File: src/lcd_reset_pkg.sv
package lcd_reset_pkg;

  // ---------------------------------------------------------------------------
  // register map (byte addresses)
  // ---------------------------------------------------------------------------
  localparam logic [7:0] CMD_ADDR    = 8'h00; // instruction entry: write issues
  localparam logic [7:0] STATUS_ADDR = 8'h04; // init state readback
  localparam logic [7:0] PORT_ADDR   = 8'h08; // general-purpose port output view
  localparam logic [7:0] ADDR_ADDR   = 8'h0c; // address counter and contrast

  // ---------------------------------------------------------------------------
  // instruction word layout: opcode in [31:28], argument in [27:0]
  // ---------------------------------------------------------------------------
  localparam int OPC_LSB      = 28;
  localparam int OC_BIT       = 0;  // osc_source_select in technique argument
  localparam int SHARED_BIT   = 1;  // shared pin role: 1 = common
  localparam int DISP_ON_BIT  = 0;  // display on/off argument
  localparam int KEYSCAN_BIT  = 3;  // port state: 1 selects key scan on shared pins

  typedef enum logic [3:0] {
    OP_NOP       = 4'h0,
    OP_TECHNIQUE = 4'h1,
    OP_CHAR_WR   = 4'h2,
    OP_AUX_WR    = 4'h3,
    OP_GLYPH_WR  = 4'h4,
    OP_SET_ADDR  = 4'h5,
    OP_CONTRAST  = 4'h6,
    OP_DISPLAY   = 4'h7,
    OP_PORT      = 4'h8
  } opcode_t;

  // ---------------------------------------------------------------------------
  // reset values
  // ---------------------------------------------------------------------------
  localparam logic [6:0] ADDR_RST     = 7'h00;
  localparam logic [3:0] CONTRAST_RST = 4'h0;
  localparam logic [2:0] GP_RST       = 3'h0;
  localparam logic [1:0] RESP_OKAY    = 2'h0;
  localparam logic [1:0] RESP_SLVERR  = 2'h2;

endpackage : lcd_reset_pkg

File: src/reset_sync.sv
`timescale 1ns/10ps
// asserts reset at once, releases it two clocks after supply recovers
module reset_sync (
  // clock and raw reset
  input  wire logic sys_clk,
  input  wire logic rawRstn,
  // synchronised reset
  output logic      syncRstn
);

  logic stage1_q;  // first stage, read only by the second
  logic stage2_q;  // second stage drives the output

  // ---------------------------------------------------------------------------
  // release synchroniser
  // ---------------------------------------------------------------------------
  always_ff @(posedge sys_clk or negedge rawRstn)
  begin
    if (!rawRstn)
    begin
      stage1_q <= 1'b0;
      stage2_q <= 1'b0;
    end
    else
    begin
      stage1_q <= 1'b1;
      stage2_q <= stage1_q;
    end
  end

  assign syncRstn = stage2_q;

endmodule : reset_sync

File: src/sync2.sv
`timescale 1ns/10ps
// two flip-flop synchroniser for pin levels
module sync2 #(
  parameter int W = 1
) (
  // clock and reset
  input  wire logic         sys_clk,
  input  wire logic         rstn,
  // async level in, synced level out
  input  wire logic [W-1:0] asyncIn,
  output logic      [W-1:0] syncOut
);

  logic [W-1:0] meta_q;  // first stage
  logic [W-1:0] hold_q;  // second stage

  // ---------------------------------------------------------------------------
  // two stages
  // ---------------------------------------------------------------------------
  always_ff @(posedge sys_clk or negedge rstn)
  begin
    if (!rstn)
    begin
      meta_q <= '0;
      hold_q <= '0;
    end
    else
    begin
      meta_q <= asyncIn;
      hold_q <= meta_q;
    end
  end

  assign syncOut = hold_q;

endmodule : sync2

File: src/lcd_reset_ctrl.sv
`timescale 1ns/10ps
// reset and initialisation state of the lcd driver, AXI4-Lite controlled
module lcd_reset_ctrl (
  // clock and supply-drop reset
  input  wire logic        sys_clk,
  input  wire logic        rstn,
  // axi write address
  input  wire logic [7:0]  awaddr,
  input  wire logic        awvalid,
  output logic             awready,
  // axi write data
  input  wire logic [31:0] wdata,
  input  wire logic [3:0]  wstrb,
  input  wire logic        wvalid,
  output logic             wready,
  // axi write response
  output logic [1:0]       bresp,
  output logic             bvalid,
  input  wire logic        bready,
  // axi read address
  input  wire logic [7:0]  araddr,
  input  wire logic        arvalid,
  output logic             arready,
  // axi read data
  output logic [31:0]      rdata,
  output logic [1:0]       rresp,
  output logic             rvalid,
  input  wire logic        rready,
  // pins
  input  wire logic        displayInhibitN,  // display_inhibit_n pin
  input  wire logic        keyReadReq,       // key scan core wants a key read
  // driven state
  output logic             displayOn,
  output logic             latchLoad,        // pulse: latch takes ram/rom data
  output logic             keyScanEn,
  output logic             keyDataClear,
  output logic             gpLockLow,
  output logic [2:0]       gpOutputs,
  output logic             sharedComMode,    // shared_seg_com_pin role
  output logic             sharedScanMode,   // shared key scan/port pins role
  output logic             oscRun,
  output logic             oscSource,        // osc_source_select
  output logic             oscPinOe,         // low = high impedance
  output logic             execEnable,
  output logic             contrastEn,
  output logic [3:0]       contrastLevel,
  output logic [6:0]       addrCounter,
  output logic             serialIdle,
  output logic             keyRequestOut,
  output logic             keyRequestOe
);
  import lcd_reset_pkg::*;

  // ---------------------------------------------------------------------------
  // reset and pin synchronisation
  // ---------------------------------------------------------------------------
  logic iRstn;    // internal reset, async assert, sync release
  logic inhSync;  // synchronised display_inhibit_n

  reset_sync uRst (
    .sys_clk  (sys_clk),
    .rawRstn  (rstn),
    .syncRstn (iRstn)
  );

  sync2 #(.W(1)) uInh (
    .sys_clk (sys_clk),
    .rstn    (iRstn),
    .asyncIn (displayInhibitN),
    .syncOut (inhSync)
  );

  // ---------------------------------------------------------------------------
  // axi slave state
  // ---------------------------------------------------------------------------
  logic        awHeld_q, awHeld_d;   // write address taken
  logic        wHeld_q,  wHeld_d;    // write data taken
  logic [7:0]  awAddr_q, awAddr_d;   // captured write address
  logic [31:0] wData_q,  wData_d;    // captured write data
  logic        bvalid_q, bvalid_d;
  logic [1:0]  bresp_q,  bresp_d;
  logic        rvalid_q, rvalid_d;
  logic [1:0]  rresp_q,  rresp_d;
  logic [31:0] rdata_q,  rdata_d;
  logic        doWrite;              // both halves held, issue now
  logic        cmdValid;             // any write to command register; partial strobes give zero data

  // returns the opcode field of an instruction word
  function automatic opcode_t opOf(input logic [31:0] w);
    opOf = opcode_t'(w[OPC_LSB +: 4]);
  endfunction : opOf

  // ---------------------------------------------------------------------------
  // init state
  // ---------------------------------------------------------------------------
  logic       techDone_q, techDone_d;   // technique executed since reset
  logic       portDone_q, portDone_d;   // port state after technique
  logic       dispOn_q,   dispOn_d;
  logic       latch_q,    latch_d;
  logic       comMode_q,  comMode_d;
  logic       scanMode_q, scanMode_d;
  logic       oscSel_q,   oscSel_d;
  logic       contEn_q,   contEn_d;
  logic [3:0] cont_q,     cont_d;
  logic [6:0] addr_q,     addr_d;
  logic [2:0] gp_q,       gp_d;
  logic       keyReq_q,   keyReq_d;
  opcode_t    op;
  logic [27:0] arg;

  // ---------------------------------------------------------------------------
  // axi next state
  // ---------------------------------------------------------------------------
  always_comb
  begin
    awHeld_d = awHeld_q;
    wHeld_d  = wHeld_q;
    awAddr_d = awAddr_q;
    wData_d  = wData_q;
    bvalid_d = bvalid_q;
    bresp_d  = bresp_q;
    rvalid_d = rvalid_q;
    rresp_d  = rresp_q;
    rdata_d  = rdata_q;
    doWrite  = awHeld_q && wHeld_q && !bvalid_q;
    cmdValid = 1'b0;
    // address and data accepted in either order
    if (awvalid && !awHeld_q)
    begin
      awHeld_d = 1'b1;
      awAddr_d = awaddr;
    end
    if (wvalid && !wHeld_q)
    begin
      wHeld_d = 1'b1;
      wData_d = (wstrb == 4'hf) ? wdata : 32'h0000_0000;
    end
    // issue and respond
    if (doWrite)
    begin
      awHeld_d = 1'b0;
      wHeld_d  = 1'b0;
      bvalid_d = 1'b1;
      if (awAddr_q[7:2] == CMD_ADDR[7:2])
      begin
        cmdValid = 1'b1;
        bresp_d  = RESP_OKAY;
      end
      else
        bresp_d = RESP_SLVERR;   // read-only or unmapped
    end
    else if (bvalid_q && bready)
      bvalid_d = 1'b0;
    // reads
    if (arvalid && !rvalid_q)
    begin
      rvalid_d = 1'b1;
      rresp_d  = RESP_OKAY;
      case (araddr[7:2])
        STATUS_ADDR[7:2]: rdata_d = {24'h0, dispOn_q, keyScanEn, gpLockLow, oscRun,
                                     oscSel_q, comMode_q, scanMode_q, contEn_q};
        PORT_ADDR[7:2]:   rdata_d = {29'h0, gp_q};
        ADDR_ADDR[7:2]:   rdata_d = {21'h0, cont_q, addr_q};
        CMD_ADDR[7:2]:    rdata_d = 32'h0000_0000;
        default:
        begin
          rdata_d = 32'h0000_0000;
          rresp_d = RESP_SLVERR;
        end
      endcase
    end
    else if (rvalid_q && rready)
      rvalid_d = 1'b0;
  end

  always_ff @(posedge sys_clk or negedge iRstn)
  begin
    if (!iRstn)
    begin
      awHeld_q <= 1'b0;
      wHeld_q  <= 1'b0;
      awAddr_q <= 8'h00;
      wData_q  <= 32'h0000_0000;
      bvalid_q <= 1'b0;
      bresp_q  <= RESP_OKAY;
      rvalid_q <= 1'b0;
      rresp_q  <= RESP_OKAY;
      rdata_q  <= 32'h0000_0000;
    end
    else
    begin
      awHeld_q <= awHeld_d;
      wHeld_q  <= wHeld_d;
      awAddr_q <= awAddr_d;
      wData_q  <= wData_d;
      bvalid_q <= bvalid_d;
      bresp_q  <= bresp_d;
      rvalid_q <= rvalid_d;
      rresp_q  <= rresp_d;
      rdata_q  <= rdata_d;
    end
  end

  // ---------------------------------------------------------------------------
  // instruction execution
  // ---------------------------------------------------------------------------
  always_comb
  begin
    techDone_d = techDone_q;
    portDone_d = portDone_q;
    dispOn_d   = dispOn_q;
    latch_d    = 1'b0;
    comMode_d  = comMode_q;
    scanMode_d = scanMode_q;
    oscSel_d   = oscSel_q;
    contEn_d   = contEn_q;
    cont_d     = cont_q;
    addr_d     = addr_q;
    gp_d       = gp_q;
    op         = opOf(wData_q);
    arg        = wData_q[27:0];
    if (cmdValid)
    begin
      case (op)
        OP_TECHNIQUE:
        begin
          techDone_d = 1'b1;
          oscSel_d   = arg[OC_BIT];
          comMode_d  = arg[SHARED_BIT];
        end
        OP_PORT:
          if (techDone_q)
          begin
            portDone_d = 1'b1;
            gp_d       = arg[2:0];
            scanMode_d = arg[KEYSCAN_BIT];
          end
        OP_SET_ADDR:
          if (techDone_q)
            addr_d = arg[6:0];
        OP_CONTRAST:
          if (techDone_q)
          begin
            contEn_d = 1'b1;
            cont_d   = arg[3:0];
          end
        OP_DISPLAY:
          if (techDone_q)
          begin
            dispOn_d = arg[DISP_ON_BIT];
            latch_d  = 1'b1;                 // on or off both reload the latch
          end
        default: ;
      endcase
    end
    // inhibit pin forces display off
    if (!inhSync)
      dispOn_d = 1'b0;
    // key request only once scanning is allowed
    keyReq_d = portDone_d && keyReadReq && !cmdValid;
  end

  always_ff @(posedge sys_clk or negedge iRstn)
  begin
    if (!iRstn)
    begin
      techDone_q <= 1'b0;
      portDone_q <= 1'b0;
      dispOn_q   <= 1'b0;
      latch_q    <= 1'b0;
      comMode_q  <= 1'b0;
      scanMode_q <= 1'b0;
      oscSel_q   <= 1'b0;
      contEn_q   <= 1'b0;
      cont_q     <= CONTRAST_RST;
      addr_q     <= ADDR_RST;
      gp_q       <= GP_RST;
      keyReq_q   <= 1'b0;
    end
    else
    begin
      techDone_q <= techDone_d;
      portDone_q <= portDone_d;
      dispOn_q   <= dispOn_d;
      latch_q    <= latch_d;
      comMode_q  <= comMode_d;
      scanMode_q <= scanMode_d;
      oscSel_q   <= oscSel_d;
      contEn_q   <= contEn_d;
      cont_q     <= cont_d;
      addr_q     <= addr_d;
      gp_q       <= gp_d;
      keyReq_q   <= keyReq_d;
    end
  end

  // ---------------------------------------------------------------------------
  // outputs, all from flip-flops except keyRequestOut, tied low
  // ---------------------------------------------------------------------------
  assign awready       = !awHeld_q;
  assign wready        = !wHeld_q;
  assign bvalid        = bvalid_q;
  assign bresp         = bresp_q;
  assign arready       = !rvalid_q;
  assign rvalid        = rvalid_q;
  assign rresp         = rresp_q;
  assign rdata         = rdata_q;
  assign displayOn     = dispOn_q;
  assign latchLoad     = latch_q;
  assign keyScanEn     = portDone_q;
  assign keyDataClear  = !portDone_q;
  assign gpLockLow     = !portDone_q;
  assign gpOutputs     = gp_q;
  assign sharedComMode = comMode_q;
  assign sharedScanMode = scanMode_q;
  assign oscRun        = techDone_q;
  assign oscSource     = oscSel_q;
  assign oscPinOe      = techDone_q & ~oscSel_q;
  assign execEnable    = techDone_q;
  assign contrastEn    = contEn_q;
  assign contrastLevel = cont_q;
  assign addrCounter   = addr_q;
  assign serialIdle    = !awHeld_q && !wHeld_q;
  assign keyRequestOut = 1'b0;
  assign keyRequestOe  = keyReq_q;
endmodule : lcd_reset_ctrl

File: config.mk
export PLATFORM = sky130hd
export DESIGN_NAME = lcd_reset_ctrl
export DESIGN_NICKNAME = d
export VERILOG_FILES = /design/src/lcd_reset_pkg.sv /design/src/reset_sync.sv /design/src/sync2.sv /design/src/lcd_reset_ctrl.sv
export SDC_FILE = /design/constraint.sdc
export NUM_CORES = 1
export LEC_CHECK = 0
export BUFFER_PORTS_ARGS = -buffer_cell sky130_fd_sc_hd__buf_2
export CAP_MARGIN = 20
export CELL_PAD_IN_SITES_DETAIL_PLACEMENT = 0
export CELL_PAD_IN_SITES_GLOBAL_PLACEMENT = 1
export CORE_MARGIN = 1.5
export CORE_UTILIZATION = 34
export DETAILED_ROUTE_END_ITERATION = 16
export PLACE_DENSITY_LB_ADDON = 0.1
export SLEW_MARGIN = 15
export SYNTH_ARGS = -nofsm -noshare
export SYNTH_HDL_FRONTEND = slang
export SYNTH_SLANG_ARGS = --single-unit
File: constraint.sdc
create_clock -name sys_clk -period 2.3 [get_ports sys_clk]
set_input_delay 0.23 -clock sys_clk [delete_from_list [all_inputs] [get_ports sys_clk]]
set_output_delay 0.23 -clock sys_clk [all_outputs]
set_load 0.05 [all_outputs]
* Yosys cells after proc, flatten, opt, wreduce, memory -nomap -nowiden
Cells that the tools add are included.
Word-level totals: register bits after elaboration 107, bits of input ports 61, output and inout port bits 70, word-level logic and storage cells 91
Cells by class: equal/unequal tests 12, mux-type cells 24, bitwise gates (word level) 2, reductions and logical operators 28
Operator list (count):
- 11-bit one-hot mux with 3 select lines | 1
- 32-bit 2-to-1 mux | 1
- 1-bit 2-to-1 mux | 20
- 4-bit by 3-bit equality test with 1-bit output (second input constant) | 3
- 6-bit by 2-bit equality test with 1-bit output (second input constant) | 2
- 6-bit logical NOT | 2
- 3-bit AND reduction | 4
- 1-bit logical AND | 10
- 4-bit equality test (second input constant) | 2
- 2-bit nonzero test | 4
- 6-bit by 1-bit equality test with 1-bit output (second input constant) | 1
- 1-bit logical NOT | 6
- 2-bit != test (second input constant) | 3
- 4-bit by 1-bit equality test with 1-bit output (second input constant) | 1
- 2-bit 2-to-1 mux | 2
- 4-bit OR reduction | 1
- 2-bit AND reduction | 1
- 1-bit AND | 1
- 1-bit NOT | 1

* Depth between registers and ports, before layout
depth after elaboration 6, depth in mapped cells 5, depth with buffers taken out 3

* Cells and area by module
From an unflattened synthesis, not the netlist that was laid out.
Unflattened totals: cell total of the unflattened synthesis 221, area total of the unflattened synthesis 2682.6 sq um
Modules (own cells, without submodules):
- lcd_reset_ctrl | times used 1, cells an instance 216, area an instance 2578.7 sq um, seq. area each 1426.4 sq um
- reset_sync | times used 1, cells an instance 3, area an instance 53.8 sq um, seq. area each 50.0 sq um
- sync2 | times used 1, cells an instance 2, area an instance 50.0 sq um, seq. area each 50.0 sq um

* Least setup slack after synthesis
No wires, ideal clock.
path kind reg-to-reg, start point reg awAddr_q[3], end point reg cont_q[0], in the netlist contrastLevel[0], library setup time 0.125 ns, arrival 1.631 ns, data required time 2.175 ns, slack 0.544 ns, cell stages (with the launch flop) 4, path buffers 0, clock period less this slack 1.756 ns, cells stage by stage dfrtp_1 -> or4_4 -> nor4_4 -> mux2_2
Between the ends: word-level cells in the longest chain between the ends 4
Ends and longest elaborated chain:
- from (decl) | line lcd_reset_ctrl.sv:78 | logic [7:0] awAddr_q, awAddr_d;
- from (signal assigned) | line lcd_reset_ctrl.sv:194 | awAddr_q <= awAddr_d;
- 6-bit logical NOT | line lcd_reset_ctrl.sv:144 | if (awAddr_q[7:2] == CMD_ADDR[7:2])
- 1-bit 2-to-1 mux | line lcd_reset_ctrl.sv:144
- 1-bit 2-to-1 mux | line lcd_reset_ctrl.sv:139 | if (doWrite)
- 3-bit AND reduction (no line)
- to (signal assigned) | line lcd_reset_ctrl.sv:290 | cont_q <= cont_d;
- to (decl) | line lcd_reset_ctrl.sv:104 | logic [3:0] cont_q, cont_d;
Every way passes these cells. A chain may end at the register's enable or synchronous reset.

* Worst setup path after layout
start point reg awAddr_q[3], end point reg cont_q[1], in the netlist contrastLevel[1]
Same word-level chain as after synthesis.

==> flow_results.xml <==
<?xml version="1.0" encoding="UTF-8"?>
<metrics>
  <group name="timing">
    <metric name="finalSetupViolations" unit="">0</metric>
    <metric name="worst_case_clock_skew" unit="ps">4.96</metric>
    <metric name="tightestPinTransition" unit="ps">780</metric>
    <metric name="setup_tns" unit="ps">0</metric>
    <metric name="fmax" unit="MHz">522</metric>
    <metric name="final_critical_delay_including_setup_and_external_delays" unit="ps">1910</metric>
    <metric name="layout_worst_path_cycle_share" unit="%">83.2</metric>
    <metric name="final-hold-violation-count" unit="">0</metric>
    <metric name="worst_slew_margin_rel" unit="%">47.8</metric>
    <metric name="rsz0062_at_grt" unit="">false</metric>
    <metric name="final-max-slew-violation-count" unit="">0</metric>
  </group>
  <group name="layout">
    <metric name="drive_above_1_share" unit="%">41.3</metric>
    <metric name="fin_cells" unit="">414</metric>
    <metric name="antenna-diode-count" unit="">0</metric>
    <metric name="layout.nets" unit="">368</metric>
    <metric name="layout-area-overhead-vs-synth" unit="%">22.1</metric>
  </group>
  <group name="critical_path">
    <metric name="critical_path_class" unit="">flop to flop</metric>
    <metric name="cp-end-kind" unit="">flop</metric>
    <metric name="cp_data_arrival_time" unit="ps">2140</metric>
    <metric name="count_of_buffer_and_inverter_cells_on_the_critical_path" unit="">0</metric>
    <metric name="timing.critical_path.fanout_max" unit="">5</metric>
    <metric name="worst-endpoint-required" unit="ps">2520</metric>
    <metric name="cp_cell_sequence" unit="">or4_4 -&gt; nor4_4 -&gt; mux2_2</metric>
    <metric name="worstRegToRegCells" unit="">3</metric>
    <metric name="timing.critical_path.depth" unit="">3</metric>
    <metric name="max_stage_delay" unit="ps">560</metric>
    <metric name="path_delay_family" unit="">simple AND/OR/NAND/NOR gates</metric>
    <metric name="startpoint_type" unit="">flop</metric>
    <metric name="slowest_stage" unit="">or4_4</metric>
  </group>
  <group name="cts">
    <metric name="clkSlewWorstSetupHoldPaths" unit="ps">70</metric>
    <metric name="cts_htree_levels" unit="">3</metric>
    <metric name="cts.root.buffer_cell" unit="">clkbuf_8</metric>
    <metric name="num_cts_buffers" unit="">9</metric>
    <metric name="ctsResizeCount" unit="">0</metric>
    <metric name="cts_max_path_buffers" unit="">2</metric>
    <metric name="tritoncts" unit="">built</metric>
    <metric name="clkSinkCount" unit="">61</metric>
    <metric name="clock_latency" unit="ps">340</metric>
    <metric name="postCtsSetupRepairBufs" unit="">0</metric>
  </group>
  <group name="power_and_ir_drop">
    <metric name="power" unit="mW">2.76</metric>
    <metric name="internal_power" unit="mW">1.78</metric>
    <metric name="swShare" unit="%">35.4</metric>
    <metric name="clock_power_share" unit="%">28.5</metric>
    <metric name="power_density" unit="mW/mm2">843</metric>
    <metric name="combinational_group_share_of_total_power" unit="%">24.2</metric>
    <metric name="power_leakage" unit="nW">1.72</metric>
    <metric name="p_sw" unit="uW">979</metric>
    <metric name="max-vdd-ir-drop" unit="mV">0.409</metric>
    <metric name="power.sequential.fraction" unit="%">47.4</metric>
  </group>
  <group name="yosys">
    <metric name="post-synth-top-area-fraction" unit="%">56.9</metric>
    <metric name="synth_cells" unit="">221</metric>
    <metric name="synth.ff_latch_count" unit="">61</metric>
    <metric name="syn-cell-area" unit="mm2">0.00268</metric>
    <metric name="yosys_warnings" unit="">0</metric>
    <metric name="yosysTopAreaCell" unit="">dfrtp_1</metric>
    <metric name="ys_types" unit="">33</metric>
    <metric name="synth_sequential_area_ratio" unit="%">56.9</metric>
    <metric name="yosys-top-cells-area" unit="">dfrtp_1, mux2_2, buf_4</metric>
    <metric name="number_of_enable_flip_flop_cells_after_synthesis" unit="">0</metric>
    <metric name="avgSynthCellArea" unit="um2">12.1</metric>
    <metric name="synth_ff_type" unit="">dfrtp_1</metric>
    <metric name="most_common_cell_in_the_synthesized_netlist" unit="">dfrtp_1</metric>
    <metric name="ys_async_rst_share" unit="%">100</metric>
    <metric name="ys_top_cells_by_count" unit="">dfrtp_1, buf_4, mux2_2, nand2_1, a22o_1</metric>
  </group>
  <group name="route">
    <metric name="detail_route_met3_wl" unit="um">405</metric>
    <metric name="wl_per_cell" unit="um">13.9</metric>
    <metric name="highest-signal-layer" unit="">met4</metric>
    <metric name="drt_drc_violations_left" unit="">0</metric>
    <metric name="via_count" unit="">1901</metric>
    <metric name="detailedRoute.firstIterationViolations" unit="">91</metric>
    <metric name="drt-vias-per-instance" unit="">4.59</metric>
    <metric name="met2_wirelength" unit="um">2660</metric>
    <metric name="routed_wl" unit="um">5750</metric>
    <metric name="wl_met1" unit="um">2590</metric>
    <metric name="pre_antenna_drt_iters" unit="">4</metric>
    <metric name="antenna_violating_nets_remaining" unit="">0</metric>
  </group>
  <group name="die">
    <metric name="dieArea" unit="mm2">0.00843</metric>
    <metric name="initial_core_util" unit="%">34.9</metric>
    <metric name="core-area" unit="mm2">0.00769</metric>
    <metric name="chipWidth" unit="um">91.8</metric>
    <metric name="core.rowCount" unit="">32</metric>
    <metric name="ioPinCount" unit="">131</metric>
    <metric name="height_of_the_chip" unit="um">91.8</metric>
  </group>
  <group name="placement">
    <metric name="io_buffer_count" unit="">81</metric>
    <metric name="gp_congestion" unit="">0.705</metric>
    <metric name="place_hpwl" unit="um">4230</metric>
    <metric name="placed_cell_count" unit="">396</metric>
  </group>
  <group name="global_routing">
    <metric name="vias_in_the_first_global_route" unit="">1856</metric>
    <metric name="global_route_wire_length_before_repair" unit="um">9370</metric>
    <metric name="antenna_found_initial" unit="">0</metric>
    <metric name="track_usage" unit="%">14.8</metric>
    <metric name="grt_max_degree" unit="">60</metric>
    <metric name="globalRouteOverflowTotal" unit="">0</metric>
  </group>
  <group name="min_path">
    <metric name="min_delay_path_depth" unit="">2</metric>
    <metric name="min-delay-path-class" unit="">input port to flop</metric>
  </group>
  <group name="job">
    <metric name="max_cap_viol_count" unit="">0</metric>
  </group>
  <group name="status">
    <metric name="outcome" unit="">completed</metric>
  </group>
</metrics>
==> state kept, by name, indices dropped and copies added, names as in the netlist, 3 cells and up <==
register / cells
contrastLevel: 4
addrCounter: 7
rdata: 11
wData_q: 11
gpOutputs: 3
awAddr_q: 6
==> logic make-up (layout without fill, tap and decap cells) <==
kind of cell | Yosys count | count (layout) | share of synthesized area [%]
buf+inv | 39 | 107 | 9.24
simple gates | 58 | 58 | 12.6
compound gates | 30 | 30 | 8.16
mux | 31 | 31 | 12.8
other cells | 2 | 25 | 0.280
flops | 61 | 61 | 56.9
==> layout by cell type, fill, tap and decap left out, types with 2 or more instances in the layout <==
| cell type | Yosys | routed |
|---|---|---|
| nand2b_1 | 3 | 3 |
| nand4_1 | 4 | 4 |
| inv_1 | 5 | 5 |
| mux2_2 | 26 | 26 |
| nand4b_1 | 2 | 2 |
| mux2i_1 | 5 | 5 |
| a22o_1 | 11 | 11 |
| or2_2 | 2 | 2 |
| nor4bb_1 | 2 | 2 |
| buf_2 | 0 | 81 |
| nor2b_1 | 4 | 4 |
| a22oi_1 | 3 | 3 |
| clkinv_2 | 0 | 4 |
| o21ai_0 | 7 | 7 |
| nor2_1 | 8 | 8 |
| clkbuf_8 | 0 | 9 |
| o31ai_1 | 5 | 5 |
| nand3_1 | 2 | 2 |
| o21a_1 | 2 | 2 |
| buf_4 | 27 | 3 |
| nand2_1 | 19 | 19 |
| clkbuf_1 | 7 | 2 |
| conb_1 | 2 | 25 |
| dfrtp_1 | 61 | 60 |
| dlygate4sd3_1 | 0 | 2 |
| nor4_1 | 3 | 3 |
==> layout make-up <==
class | count | area, um2
clock buffer | 11 | 131
clock inverter | 5 | 27.5
fill | 818 | 4410
inverter | 5 | 18.8
multi-input combinational | 144 | 995
sequential | 61 | 1530
tap | 102 | 128
timing repair buffer | 86 | 448
==> path summary, 6_finish.rpt <==
check / start / endpoint / slack (ps)
setup / recovery: awAddr_q[3]$_DFFE_PN0P_ / contrastLevel[1]$_DFFE_PN0P_ / 390
setup reg to reg: awAddr_q[3]$_DFFE_PN0P_ / contrastLevel[1]$_DFFE_PN0P_ / 390
max in group asynchronous: uRst.syncRstn$_DFF_PN0_ / wData_q[30]$_DFFE_PN0P_ / 1390
hold / removal: rready / rvalid$_DFFE_PN0P_ / 80
min in group asynchronous: rstn / uRst.stage1_q$_DFF_PN0_ / 200
hold reg to reg: uInh.meta_q$_DFF_PN0_ / uInh.syncOut$_DFF_PN0_ / 350
==> routing by layer <==
layer	vias up	GRT usage, %
met3	5	5.14
li1	906	-
met5	-	0
met1	918	18.4
met4	0	6.92
met2	72	23.2
==> per-stage QoR <==
step                area [um2]  setup slack [ps]  util, %  hold slack (ps)
finish                    3280               385     42.6             80.2
global route              3280               281     42.6              105
CTS                       3280               363     42.6             66.2
detailed placement        3100               364     40.3             17.6
global placement          3100               364     40.3             15.3
floorplan                 2770               476        -            -65.6
==> worst register-to-register path, cell delays in order, from the launching register on <==
cell	delay, ps
dfrtp_1	390
or4_4	560
nor4_4	470
mux2_2	390
==> what timing repair did <==
action                                  in CTS  in global routing
endpoints found under the hold margin        3                  0
endpoints found under the setup margin       0                  0
hold buffers                                 2                  0
==> power by group through the flow <==
stage	sequential [mW]	clock [mW]	combinational [mW]
floorplan	1.37	0	0.492
global placement	1.33	0	0.667
detailed placement	1.33	0	0.674
CTS	1.31	0.820	0.678
global route	1.33	0.872	0.717
finish	1.31	0.787	0.667
Note: power is estimated with default switching activity, not from simulation.
